<file path="src/verilog/yps_pkg.sv">
// Package for the Y-protection status reporter
`default_nettype none
package yps_pkg;
    // ------------------------------------------------------------------
    // Register map (byte addresses)
    // ------------------------------------------------------------------
    localparam logic [11:0] YPS_CTRL_OFF    = 12'h000;
    localparam logic [11:0] YPS_CMD_OFF     = 12'h004;
    localparam logic [11:0] YPS_WCFG_OFF    = 12'h008;
    localparam logic [11:0] YPS_PORT_OFF    = 12'h00c;
    localparam logic [11:0] YPS_STAT_OFF    = 12'h010;
    localparam logic [11:0] YPS_COND_OFF    = 12'h014;
    localparam logic [11:0] YPS_PCFG_OFF    = 12'h018;
    localparam logic [11:0] YPS_WTR_OFF     = 12'h01c;
    // CTRL fields
    localparam int CTRL_GROUP_BIT  = 0;
    localparam int CTRL_REVERT_BIT = 1;
    localparam int CTRL_MULTI_BIT  = 2;
    localparam int CTRL_FARK_BIT   = 3;
    localparam int CTRL_FARA_BIT   = 4;
    localparam int CTRL_SPLIT_BIT  = 5;
    localparam int CTRL_TPULSE_BIT = 6;
    localparam logic [31:0] CTRL_RST = 32'h0000_0001;
    // ------------------------------------------------------------------
    // Switch command codes
    // ------------------------------------------------------------------
    typedef enum logic [2:0] {
        CMD_CLEAR   = 3'h0,
        CMD_MAN_WP  = 3'h1,
        CMD_MAN_PW  = 3'h2,
        CMD_FRC_WP  = 3'h3,
        CMD_FRC_PW  = 3'h4,
        CMD_LOCKOUT = 3'h5
    } yps_cmd_t;
    typedef enum logic [3:0] {
        ST_IDLE  = 4'b0001,
        ST_GAP   = 4'b0010,
        ST_DONE  = 4'b0100,
        ST_HOLD  = 4'b1000
    } yps_state_t;
    // ------------------------------------------------------------------
    // Per-facility line defects
    // ------------------------------------------------------------------
    typedef struct packed {
        logic frame_loss;
        logic signal_loss;
        logic eth_oos;
        logic optic_missing;
        logic optic_mismatch;
        logic optic_fail;
        logic admin_disabled;
        logic overhead_traffic;
        logic in_service;
        logic light_loss;
        logic degrade;
    } yps_fac_t;
    // Timing
    localparam int  CLK_MHZ        = 200;
    localparam int  GAP_MS         = 20;
    localparam int  GAP_BUDGET_US  = 100;
    localparam int  GAP_CYC        = GAP_BUDGET_US * CLK_MHZ;
    localparam int  GAP_LIMIT_CYC  = GAP_MS * 1000 * CLK_MHZ;
    localparam int  PULSE_CYC      = 1000 * CLK_MHZ;
    localparam int  PULSE_PERIOD   = 100000 * CLK_MHZ;
    localparam logic [31:0] WTR_RST = 32'h0000_1000;
endpackage
`default_nettype wire

</file>
<file path="src/verilog/yps_status_reporter.sv">
// Y-protection status, condition and switch control with APB registers
// Function
// RULE1 - Protect port settings are copied from working port settings
// RULE2 - Exactly one facility is internally active, the other standby
// RULE3 - Admin-disabled member port reports standby
// RULE4 - Enabled port carrying overhead traffic reports active
// RULE5 - Client reports active when enabled and internally active
// RULE6 - Trunk active if enabled and a client active; multi needs service
// RULE7 - Ungrouped ports report active when not admin disabled
// RULE8 - Receive status is own; transmit is far-end if known else own
// RULE9 - At most one client port is active at a time
// RULE10 - Manual command holds manual-request on the facility left
// RULE11 - Forced command holds forced-request on the facility left
// RULE12 - Lockout holds lockout-request on protection facility
// RULE13 - Pulse command-cleared when a command is preempted
// RULE14 - Failed-to-switch while a command blocks a line switch
// RULE15 - Restore-wait on working while restore timer runs
// RULE16 - Revertive: switched-to-protect held while protection active
// RULE17 - Nonrevertive: pulse switched-to-protect and switched-back
// RULE18 - Switch completes within 50 ms of a near-end defect
// RULE19 - Standby transmitter off, active on, light gap under 20 ms
// RULE20 - Loss of light shuts transmitter; optional test pulses
// RULE21 - Laser shutdown only on splitter ports, never Y-cable clients
// RULE22 - Client signal fail on frame, signal, sync, optics or disable
`timescale 1ns/100ps
`default_nettype none
module yps_status_reporter
    import yps_pkg::*;
#(
    parameter int GAP_CYCLES  = GAP_CYC,
    parameter int WTR_UNIT    = 1000,
    parameter int PULSE_ON    = PULSE_CYC,
    parameter int PULSE_EVERY = PULSE_PERIOD
) (
    input  wire logic        SYS_CLK,
    input  wire logic        RST,
    input  wire logic        PSEL,
    input  wire logic        PENABLE,
    input  wire logic        PWRITE,
    input  wire logic [11:0] PADDR,
    input  wire logic [31:0] PWDATA,
    output var  logic [31:0] PRDATA,
    output var  logic        PREADY,
    output var  logic        PSLVERR,
    input  wire yps_fac_t    WORK_FAC,
    input  wire yps_fac_t    PROT_FAC,
    output var  logic [1:0]  RX_ACTIVE,
    output var  logic [1:0]  TX_ACTIVE,
    output var  logic [1:0]  TRUNK_ACTIVE,
    output var  logic [1:0]  LASER_ON,
    output var  logic [1:0]  CLIENT_SIGNAL_FAIL,
    output var  logic [31:0] PROT_SETTINGS,
    output var  logic        COMMAND_CLEARED_EVENT,
    output var  logic        WORKING_SWITCHED_TO_PROTECT,
    output var  logic        WORKING_SWITCHED_BACK
);
    if (GAP_CYCLES < 1 || GAP_CYCLES >= GAP_LIMIT_CYC || WTR_UNIT < 1
        || PULSE_ON < 1 || PULSE_EVERY <= PULSE_ON) begin : g_bad_param
        $error("timer parameters out of range");
    end

    // ------------------------------------------------------------------
    // Registers
    // ------------------------------------------------------------------
    logic [31:0] ctrl_reg;
    logic [2:0]  cmd_reg;
    logic [31:0] wcfg_reg;
    logic [31:0] wtr_reg;
    logic [31:0] wtr_cnt_reg;
    logic        prot_act_reg;
    logic        prot_act_next;
    yps_state_t  state_reg;
    logic [31:0] gap_cnt_reg;
    logic [31:0] pulse_cnt_reg;

    wire apb_wr = PSEL && PENABLE && PWRITE && PREADY;
    wire apb_rd = PSEL && !PENABLE && !PWRITE;
    wire sel_ctrl = (PADDR == YPS_CTRL_OFF);
    wire sel_cmd  = (PADDR == YPS_CMD_OFF);
    wire sel_wcfg = (PADDR == YPS_WCFG_OFF);
    wire sel_port = (PADDR == YPS_PORT_OFF);
    wire sel_stat = (PADDR == YPS_STAT_OFF);
    wire sel_cond = (PADDR == YPS_COND_OFF);
    wire sel_pcfg = (PADDR == YPS_PCFG_OFF);
    wire sel_wtr  = (PADDR == YPS_WTR_OFF);
    wire sel_any  = (PADDR <= YPS_WTR_OFF) && (PADDR[1:0] == 2'h0);

    wire grouped  = ctrl_reg[CTRL_GROUP_BIT];
    wire revert   = ctrl_reg[CTRL_REVERT_BIT];
    wire multi    = ctrl_reg[CTRL_MULTI_BIT];
    wire far_kn   = ctrl_reg[CTRL_FARK_BIT];
    wire far_act  = ctrl_reg[CTRL_FARA_BIT];
    wire splitter = ctrl_reg[CTRL_SPLIT_BIT];
    wire tpulse   = ctrl_reg[CTRL_TPULSE_BIT];

    // ------------------------------------------------------------------
    // Switch decision
    // ------------------------------------------------------------------
    wire w_csf = WORK_FAC.frame_loss || WORK_FAC.signal_loss
              || WORK_FAC.eth_oos || WORK_FAC.optic_missing
              || WORK_FAC.optic_mismatch || WORK_FAC.optic_fail
              || WORK_FAC.admin_disabled; // RULE22
    wire p_csf = PROT_FAC.frame_loss || PROT_FAC.signal_loss
              || PROT_FAC.eth_oos || PROT_FAC.optic_missing
              || PROT_FAC.optic_mismatch || PROT_FAC.optic_fail
              || PROT_FAC.admin_disabled; // RULE22
    wire w_sf  = w_csf || WORK_FAC.degrade;
    wire p_sf  = p_csf || PROT_FAC.degrade;
    wire lockout = (cmd_reg == CMD_LOCKOUT);
    wire frc_wp  = (cmd_reg == CMD_FRC_WP);
    wire frc_pw  = (cmd_reg == CMD_FRC_PW);
    wire man_wp  = (cmd_reg == CMD_MAN_WP);
    wire man_pw  = (cmd_reg == CMD_MAN_PW);
    // Line wish: where traffic should go from defects alone
    wire line_to_p = w_sf && !p_sf;
    wire line_to_w = p_sf && !w_sf;
    wire wtr_run   = (wtr_cnt_reg != 32'h0);
    // Manual loses to a line failure; forced and lockout hold
    wire man_preempt = (man_wp && p_sf) || (man_pw && w_sf);
    wire blocked = (lockout && line_to_p) || (frc_pw && line_to_p)
                || (frc_wp && line_to_w);
    always_comb begin
        prot_act_next = prot_act_reg;
        if (lockout || frc_pw) begin
            prot_act_next = 1'b0;
        end else if (frc_wp) begin
            prot_act_next = 1'b1;
        end else if (line_to_p) begin
            prot_act_next = 1'b1;
        end else if (line_to_w) begin
            prot_act_next = 1'b0;
        end else if (man_wp && !man_preempt) begin
            prot_act_next = 1'b1;
        end else if (man_pw && !man_preempt) begin
            prot_act_next = 1'b0;
        end else if (revert && prot_act_reg && !w_sf && !wtr_run
                     && wtr_reg != 32'h0) begin
            prot_act_next = 1'b0;
        end
    end
    wire want_switch = (prot_act_next != prot_act_reg);

    // ------------------------------------------------------------------
    // Switch sequencer: one internal active always, bounded light gap
    // ------------------------------------------------------------------
    always_ff @(posedge SYS_CLK) begin
        if (RST) begin
            state_reg    <= ST_IDLE;
            prot_act_reg <= 1'b0;
            gap_cnt_reg  <= 32'h0;
        end else begin
            case (state_reg)
                ST_IDLE: begin
                    if (want_switch) begin
                        state_reg    <= ST_GAP; // RULE18
                        prot_act_reg <= prot_act_next; // RULE2
                        gap_cnt_reg  <= 32'h0;
                    end
                end
                ST_GAP: begin
                    gap_cnt_reg <= gap_cnt_reg + 32'h1;
                    if (gap_cnt_reg >= 32'(GAP_CYCLES - 1)) begin
                        state_reg <= ST_DONE; // RULE19
                    end
                end
                ST_DONE: state_reg <= ST_HOLD;
                ST_HOLD: state_reg <= ST_IDLE;
                default: state_reg <= ST_IDLE;
            endcase
        end
    end
    wire in_gap = (state_reg == ST_GAP);

    // ------------------------------------------------------------------
    // Restore-wait timer (revertive only)
    // ------------------------------------------------------------------
    logic [31:0] wtr_unit_cnt_reg;
    always_ff @(posedge SYS_CLK) begin
        if (RST) begin
            wtr_cnt_reg      <= 32'h0;
            wtr_unit_cnt_reg <= 32'h0;
        end else if (!revert || !prot_act_reg || w_sf) begin
            wtr_cnt_reg      <= revert && prot_act_reg ? wtr_reg : 32'h0;
            wtr_unit_cnt_reg <= 32'h0;
        end else if (wtr_run) begin
            if (wtr_unit_cnt_reg >= 32'(WTR_UNIT - 1)) begin
                wtr_unit_cnt_reg <= 32'h0;
                wtr_cnt_reg      <= wtr_cnt_reg - 32'h1; // RULE15
            end else begin
                wtr_unit_cnt_reg <= wtr_unit_cnt_reg + 32'h1;
            end
        end
    end

    // ------------------------------------------------------------------
    // Reported status
    // ------------------------------------------------------------------
    wire w_int = !prot_act_reg;
    wire p_int = prot_act_reg;
    wire w_on  = !WORK_FAC.admin_disabled;
    wire p_on  = !PROT_FAC.admin_disabled;
    // In a group only one client may be lit; the other forced off
    wire w_cli = w_on && (!grouped || w_int); // RULE5 RULE7 RULE9
    wire p_cli = p_on && (!grouped || p_int); // RULE5 RULE7 RULE9
    wire w_rep = w_on && (w_cli || WORK_FAC.overhead_traffic); // RULE3 RULE4
    wire p_rep = p_on && (p_cli || PROT_FAC.overhead_traffic); // RULE3 RULE4
    wire w_trk = w_on && (!grouped
              || (w_cli && (!multi || WORK_FAC.in_service))); // RULE6 RULE7
    wire p_trk = p_on && (!grouped
              || (p_cli && (!multi || PROT_FAC.in_service))); // RULE6 RULE7
    // Far-end control bit set means the far-end protect side carries
    wire w_tx  = far_kn ? (w_on && !far_act) : w_rep; // RULE8
    wire p_tx  = far_kn ? (p_on && far_act) : p_rep; // RULE8

    // Laser shutdown only where allowed
    wire als_ok  = wcfg_reg[0] && splitter; // RULE21
    wire w_shut  = als_ok && WORK_FAC.light_loss; // RULE20
    wire p_shut  = als_ok && PROT_FAC.light_loss; // RULE20
    wire pulse_on = tpulse && (pulse_cnt_reg < 32'(PULSE_ON));
    wire w_laser = (!grouped || w_int) && !in_gap
                && (!w_shut || pulse_on); // RULE19 RULE20
    wire p_laser = (!grouped || p_int) && !in_gap
                && (!p_shut || pulse_on); // RULE19 RULE20

    // ------------------------------------------------------------------
    // Conditions, bit 0 first here, last in cond_bits
    // ------------------------------------------------------------------
    wire manual_request_cond_w = man_wp; // RULE10
    wire manual_request_cond_p = man_pw; // RULE10
    wire forced_request_cond_w = frc_wp; // RULE11
    wire forced_request_cond_p = frc_pw; // RULE11
    wire lockout_request_cond  = lockout; // RULE12
    wire failed_to_switch_cond = blocked; // RULE14
    wire restore_wait_cond     = wtr_run; // RULE15
    wire wk_sw_level           = revert && prot_act_reg; // RULE16
    wire [7:0] cond_bits = {wk_sw_level, restore_wait_cond,
                            failed_to_switch_cond, lockout_request_cond,
                            forced_request_cond_p, forced_request_cond_w,
                            manual_request_cond_p, manual_request_cond_w};

    // ------------------------------------------------------------------
    // Bus slave and outputs
    // ------------------------------------------------------------------
    logic [31:0] rd_mux;
    always_comb begin
        rd_mux = 32'h0;
        if (sel_ctrl) rd_mux = ctrl_reg;
        else if (sel_cmd) rd_mux = {29'h0, cmd_reg};
        else if (sel_wcfg) rd_mux = wcfg_reg;
        else if (sel_port) rd_mux = {24'h0, RX_ACTIVE, TX_ACTIVE,
                                     TRUNK_ACTIVE, LASER_ON};
        else if (sel_stat) rd_mux = {27'h0, in_gap, CLIENT_SIGNAL_FAIL,
                                     prot_act_reg, w_int};
        else if (sel_cond) rd_mux = {24'h0, cond_bits};
        else if (sel_pcfg) rd_mux = PROT_SETTINGS;
        else if (sel_wtr) rd_mux = wtr_reg;
    end

    always_ff @(posedge SYS_CLK) begin
        if (RST) begin
            ctrl_reg        <= CTRL_RST;
            cmd_reg         <= CMD_CLEAR;
            wcfg_reg        <= 32'h0;
            wtr_reg         <= WTR_RST;
            pulse_cnt_reg   <= 32'h0;
            PRDATA          <= 32'h0;
            PREADY          <= 1'b0;
            PSLVERR         <= 1'b0;
            RX_ACTIVE       <= 2'h0;
            TX_ACTIVE       <= 2'h0;
            TRUNK_ACTIVE    <= 2'h0;
            LASER_ON        <= 2'h0;
            CLIENT_SIGNAL_FAIL <= 2'h0;
            PROT_SETTINGS   <= 32'h0;
            COMMAND_CLEARED_EVENT       <= 1'b0;
            WORKING_SWITCHED_TO_PROTECT <= 1'b0;
            WORKING_SWITCHED_BACK       <= 1'b0;
        end else begin
            PREADY  <= PSEL && !PENABLE;
            PSLVERR <= PSEL && !PENABLE && !sel_any;
            if (apb_rd) PRDATA <= rd_mux;
            if (apb_wr && sel_ctrl) ctrl_reg <= PWDATA;
            if (apb_wr && sel_wcfg) wcfg_reg <= PWDATA;
            if (apb_wr && sel_wtr) wtr_reg <= PWDATA;
            if (apb_wr && sel_cmd) begin
                cmd_reg <= PWDATA[2:0];
            end else if (man_preempt) begin
                cmd_reg <= CMD_CLEAR; // RULE13
            end
            COMMAND_CLEARED_EVENT <= man_preempt
                && !(apb_wr && sel_cmd); // RULE13
            pulse_cnt_reg <= (pulse_cnt_reg >= 32'(PULSE_EVERY - 1))
                           ? 32'h0 : pulse_cnt_reg + 32'h1;
            RX_ACTIVE    <= {p_rep, w_rep}; // RULE8
            TX_ACTIVE    <= {p_tx, w_tx}; // RULE8
            TRUNK_ACTIVE <= {p_trk, w_trk};
            LASER_ON     <= {p_laser, w_laser};
            CLIENT_SIGNAL_FAIL <= {p_csf, w_csf};
            PROT_SETTINGS <= {wcfg_reg[31:1], als_ok}; // RULE1 RULE21
            WORKING_SWITCHED_TO_PROTECT <= !revert && state_reg == ST_IDLE
                && want_switch && prot_act_next; // RULE17
            WORKING_SWITCHED_BACK <= !revert && state_reg == ST_IDLE
                && want_switch && !prot_act_next; // RULE17
        end
    end
endmodule
`default_nettype wire

</file>
<file path="config.mk">
export PLATFORM = sky130hd
export DESIGN_NAME = yps_status_reporter
export DESIGN_NICKNAME = d
export VERILOG_FILES = /design/src/verilog/yps_pkg.sv /design/src/verilog/yps_status_reporter.sv
export SDC_FILE = /design/constraint.sdc
export NUM_CORES = 1
export LEC_CHECK = 0
export BUFFER_PORTS_ARGS = -buffer_cell sky130_fd_sc_hd__buf_2
export CAP_MARGIN = 10
export CORE_MARGIN = 3
export CORE_UTILIZATION = 53
export DETAILED_ROUTE_END_ITERATION = 8
export GPL_ROUTABILITY_DRIVEN = 0
export PLACE_DENSITY = 0.76
export SLEW_MARGIN = 20
export SYNTH_ARGS = -nofsm -noshare
export SYNTH_HDL_FRONTEND = slang
export SYNTH_SLANG_ARGS = --single-unit
</file>
<file path="constraint.sdc">
create_clock -name SYS_CLK -period 3 [get_ports SYS_CLK]
set_input_delay 0.75 -clock SYS_CLK [delete_from_list [all_inputs] [get_ports SYS_CLK]]
set_output_delay 0.75 -clock SYS_CLK [all_outputs]
set_load 0.01 [all_outputs]
</file>
==> results.sh <==
export IMPL_hold_class="in -> reg"
export IMPL_whs_ns=0.3475
export IMPL_synth_area_per_cell_um2=8.140
export IMPL_hold_viol_final=0
export IMPL_internal_power_mw=6.552
export IMPL_final_area_mm2=0.01609
export IMPL_synth_area_leader_cell="dfxtp_1"
export IMPL_root_buffer="clkbuf_16"
export IMPL_drt_initial_drc_count=1216
export IMPL_drv_slew=0
export IMPL_fin_nets=1899
export IMPL_cp_arrival_ns=3.09
export IMPL_p_comb_frac=0.037
export IMPL_p_sw_mw=1.857
export IMPL_cts_clk_slew_worst_paths_ns=0.06
export IMPL_cts_tree="done"
export IMPL_min_period_ns=2.648
export IMPL_drc_errors=0
export IMPL_rows=58
export IMPL_min_period_over_period=0.8826
export IMPL_grt_max_degree=127
export IMPL_grt_use_total=0.2717
export IMPL_yosys_warnings=0
export IMPL_synthCells=1688
export IMPL_critPathCaptureType="flip-flop"
export IMPL_core_area_mm2=0.02533
export IMPL_cp_start_kind="flip-flop"
export IMPL_cp_required_ns=3.44
export IMPL_antenna_found_initial=4
export IMPL_crit_fanout=6
export IMPL_worst_slack_ns=0.3521
export IMPL_synth_area_mm2=0.01374
export IMPL_synth_commonest_cells="dfxtp_1, nand2_1, nor2_1, a21oi_1, clkbuf_1"
export IMPL_vdd_drop_max_uv=484.7
export IMPL_post_cts_resized=0
export IMPL_grt_pass1_vias=12470
export IMPL_die_y_um=167.0
export IMPL_max_slew_worst_pin_slew_ns=0.7920
export IMPL_synth_cell_types=68
export IMPL_fill_cells=2153
export IMPL_fin_skew_ns=0.01479
export IMPL_htreeDepth=1
export IMPL_fmax_mhz=377.7
export IMPL_clk_path_buf_depth=3
export IMPL_synth_top_flop_cell="dfxtp_1"
export IMPL_ant_nets=0
export IMPL_cts_num_sinks=311
export IMPL_yosysTopAreaCellShare=0.4531
export IMPL_cap_violations=0
export IMPL_synth_edff_count=0
export IMPL_p_leak_nw=5.897
export IMPL_area_delta_synth_final_pct=17.12
export IMPL_async_flop_share=0
export IMPL_dp_slack_ns=0.08745
export IMPL_sw_frac_of_total=0.2209
export IMPL_drt_vias_per_instance=6.096
export IMPL_critical_path_class="reg -> reg"
export IMPL_pwr_share_clk=0.467
export IMPL_stdcell_count=2177
export IMPL_die_area_mm2=0.02789
export IMPL_io_pin_count=150
export IMPL_max_slew_margin=0.4685
export IMPL_clk_latency_ns=0.58
export IMPL_p_per_area_mw_per_mm2=522.6
export IMPL_vias=13270
export IMPL_status="complete, no violations"
export IMPL_grt_pass1_wl_mm=64.03
export IMPL_fin_tns_setup_ns=0
export IMPL_die_w_um=167.0
export IMPL_buffer_ports_inserted=149
export IMPL_wl_per_cell_um=18.19
export IMPL_holdBufCountCts=0
export IMPL_setup_violations=0
export IMPL_grt_setup_unrepaired="false"
export IMPL_wl_mm=39.59
export IMPL_synth_most_common_cell="dfxtp_1"
export IMPL_drt_pass1_iter_count=6
export IMPL_final_util=0.6354
export IMPL_ys_ff_latch=311
export IMPL_synth_seq_area_share=0.4531
export IMPL_start_util=0.5425
export IMPL_pwr_share_seq=0.497
export IMPL_gr_total_overflow=0
export IMPL_dpl_cell_count=2120
export IMPL_dpl_cell_area_mm2=0.01505
export IMPL_synth_top_cells_by_area="dfxtp_1, nand2_1, a21oi_1"
export IMPL_cts_setup_buffers=0
export IMPL_dp_hpwl_mm=26.93
export IMPL_drive_above_1_share=0.1587
export IMPL_cts_buffers=31
export IMPL_p_total_mw=8.410
==> metal layers <==
metal | up-vias | share of wire | global-route usage
met5 | - | 0.0012 | 0
met2 | 519 | 0.45 | 0.4334
met3 | 96 | 0.084 | 0.05293
met1 | 6285 | 0.44 | 0.3800
li1 | 6363 | - | -
met4 | 8 | 0.023 | 0.07138
==> worst max-delay path, stage by stage (launching register included) <==
cell and delay (ns):
dfxtp_1 0.36, or4_1 0.66, nor4_1 0.50, nor3b_1 0.42, nand3_1 0.15, o311ai_0 0.29, o21ai_0 0.13
==> final cells by class <==
cell class | instances | area, µm² | share of cell area
diodes | 1 | 2.502 | 0.0001555
clock buffers | 48 | 959.7 | 0.05963
flip-flops and latches | 311 | 6226 | 0.3869
clock inverters | 8 | 82.58 | 0.005131
repair buffers | 212 | 1287 | 0.08000
multi-input cells | 1247 | 7047 | 0.4379
well taps | 330 | 412.9 | 0.02566
inverters | 20 | 75.07 | 0.004665
==> power by group through the flow <==
stage	sequential, mW	combinational, mW	clock (mW)
CTS	4.18	0.304	3.96
global route	4.18	0.335	4.12
detailed placement	4.27	0.301	0
floorplan	4.28	0.142	0
global placement	4.27	0.299	0
finish	4.18	0.309	3.92
==> placed cells by master, fill, tap and decap left out, drive strengths merged, types with 7 or more instances in the layout <==
cell    synthesis  routed
a211oi         25      25
a21o            7       7
a21oi         153     153
a221o          26      26
a221oi         29      29
a311oi         15      15
a31o            7       7
a31oi          19      19
a41oi          17      17
and2           17      17
and3           17      17
and4           11      11
buf             8     212
clkbuf        108      48
conb            1       7
dfxtp         311     311
inv            20      21
mux2i           7       7
nand2         273     273
nand2b         10      10
nand3          39      39
nand3b          9       9
nand4          32      32
nor2          165     165
nor2b          39      39
nor3           91      91
nor3b           7       7
nor4           39      39
o21a           10      10
o21ai          37      37
o21bai          8       8
o31ai           7       7
or3             9       9
or4             7       7
xnor2          22      22
xor2           20      20
==> path summary, 6_finish.rpt <==
| path | startpoint | to | slack (ns) | cells past startpoint |
|---|---|---|---|---|
| setup / recovery | wtr_cnt_reg[3]$_SDFFE_PP0P_ | wtr_cnt_reg[13]$_SDFFE_PP0P_ | 0.35 | 6 |
| hold / removal | WORK_FAC[1] | LASER_ON[0]$_SDFF_PP0_ | 0.35 | 2 |
| setup reg to reg | wtr_cnt_reg[3]$_SDFFE_PP0P_ | wtr_cnt_reg[13]$_SDFFE_PP0P_ | 0.35 | 6 |
| hold reg to reg | pulse_cnt_reg[0]$_SDFF_PP0_ | pulse_cnt_reg[0]$_SDFF_PP0_ | 0.44 | 1 |
==> cells by family after synthesis <==
kind of cell / count (synthesis) / share of synthesized area
xor gates and xnor gates: 42 / 0.02677
and+or+nand+nor: 777 / 0.2689
muxes: 12 / 0.009197
adders and majority gates: 5 / 0.004553
other: 1 / 0.0002729
DFF: 311 / 0.4531
AOI/OAI and AO/OA: 404 / 0.1994
buffers and inverters: 136 / 0.03779
Power figures use the tool's default switching activity.
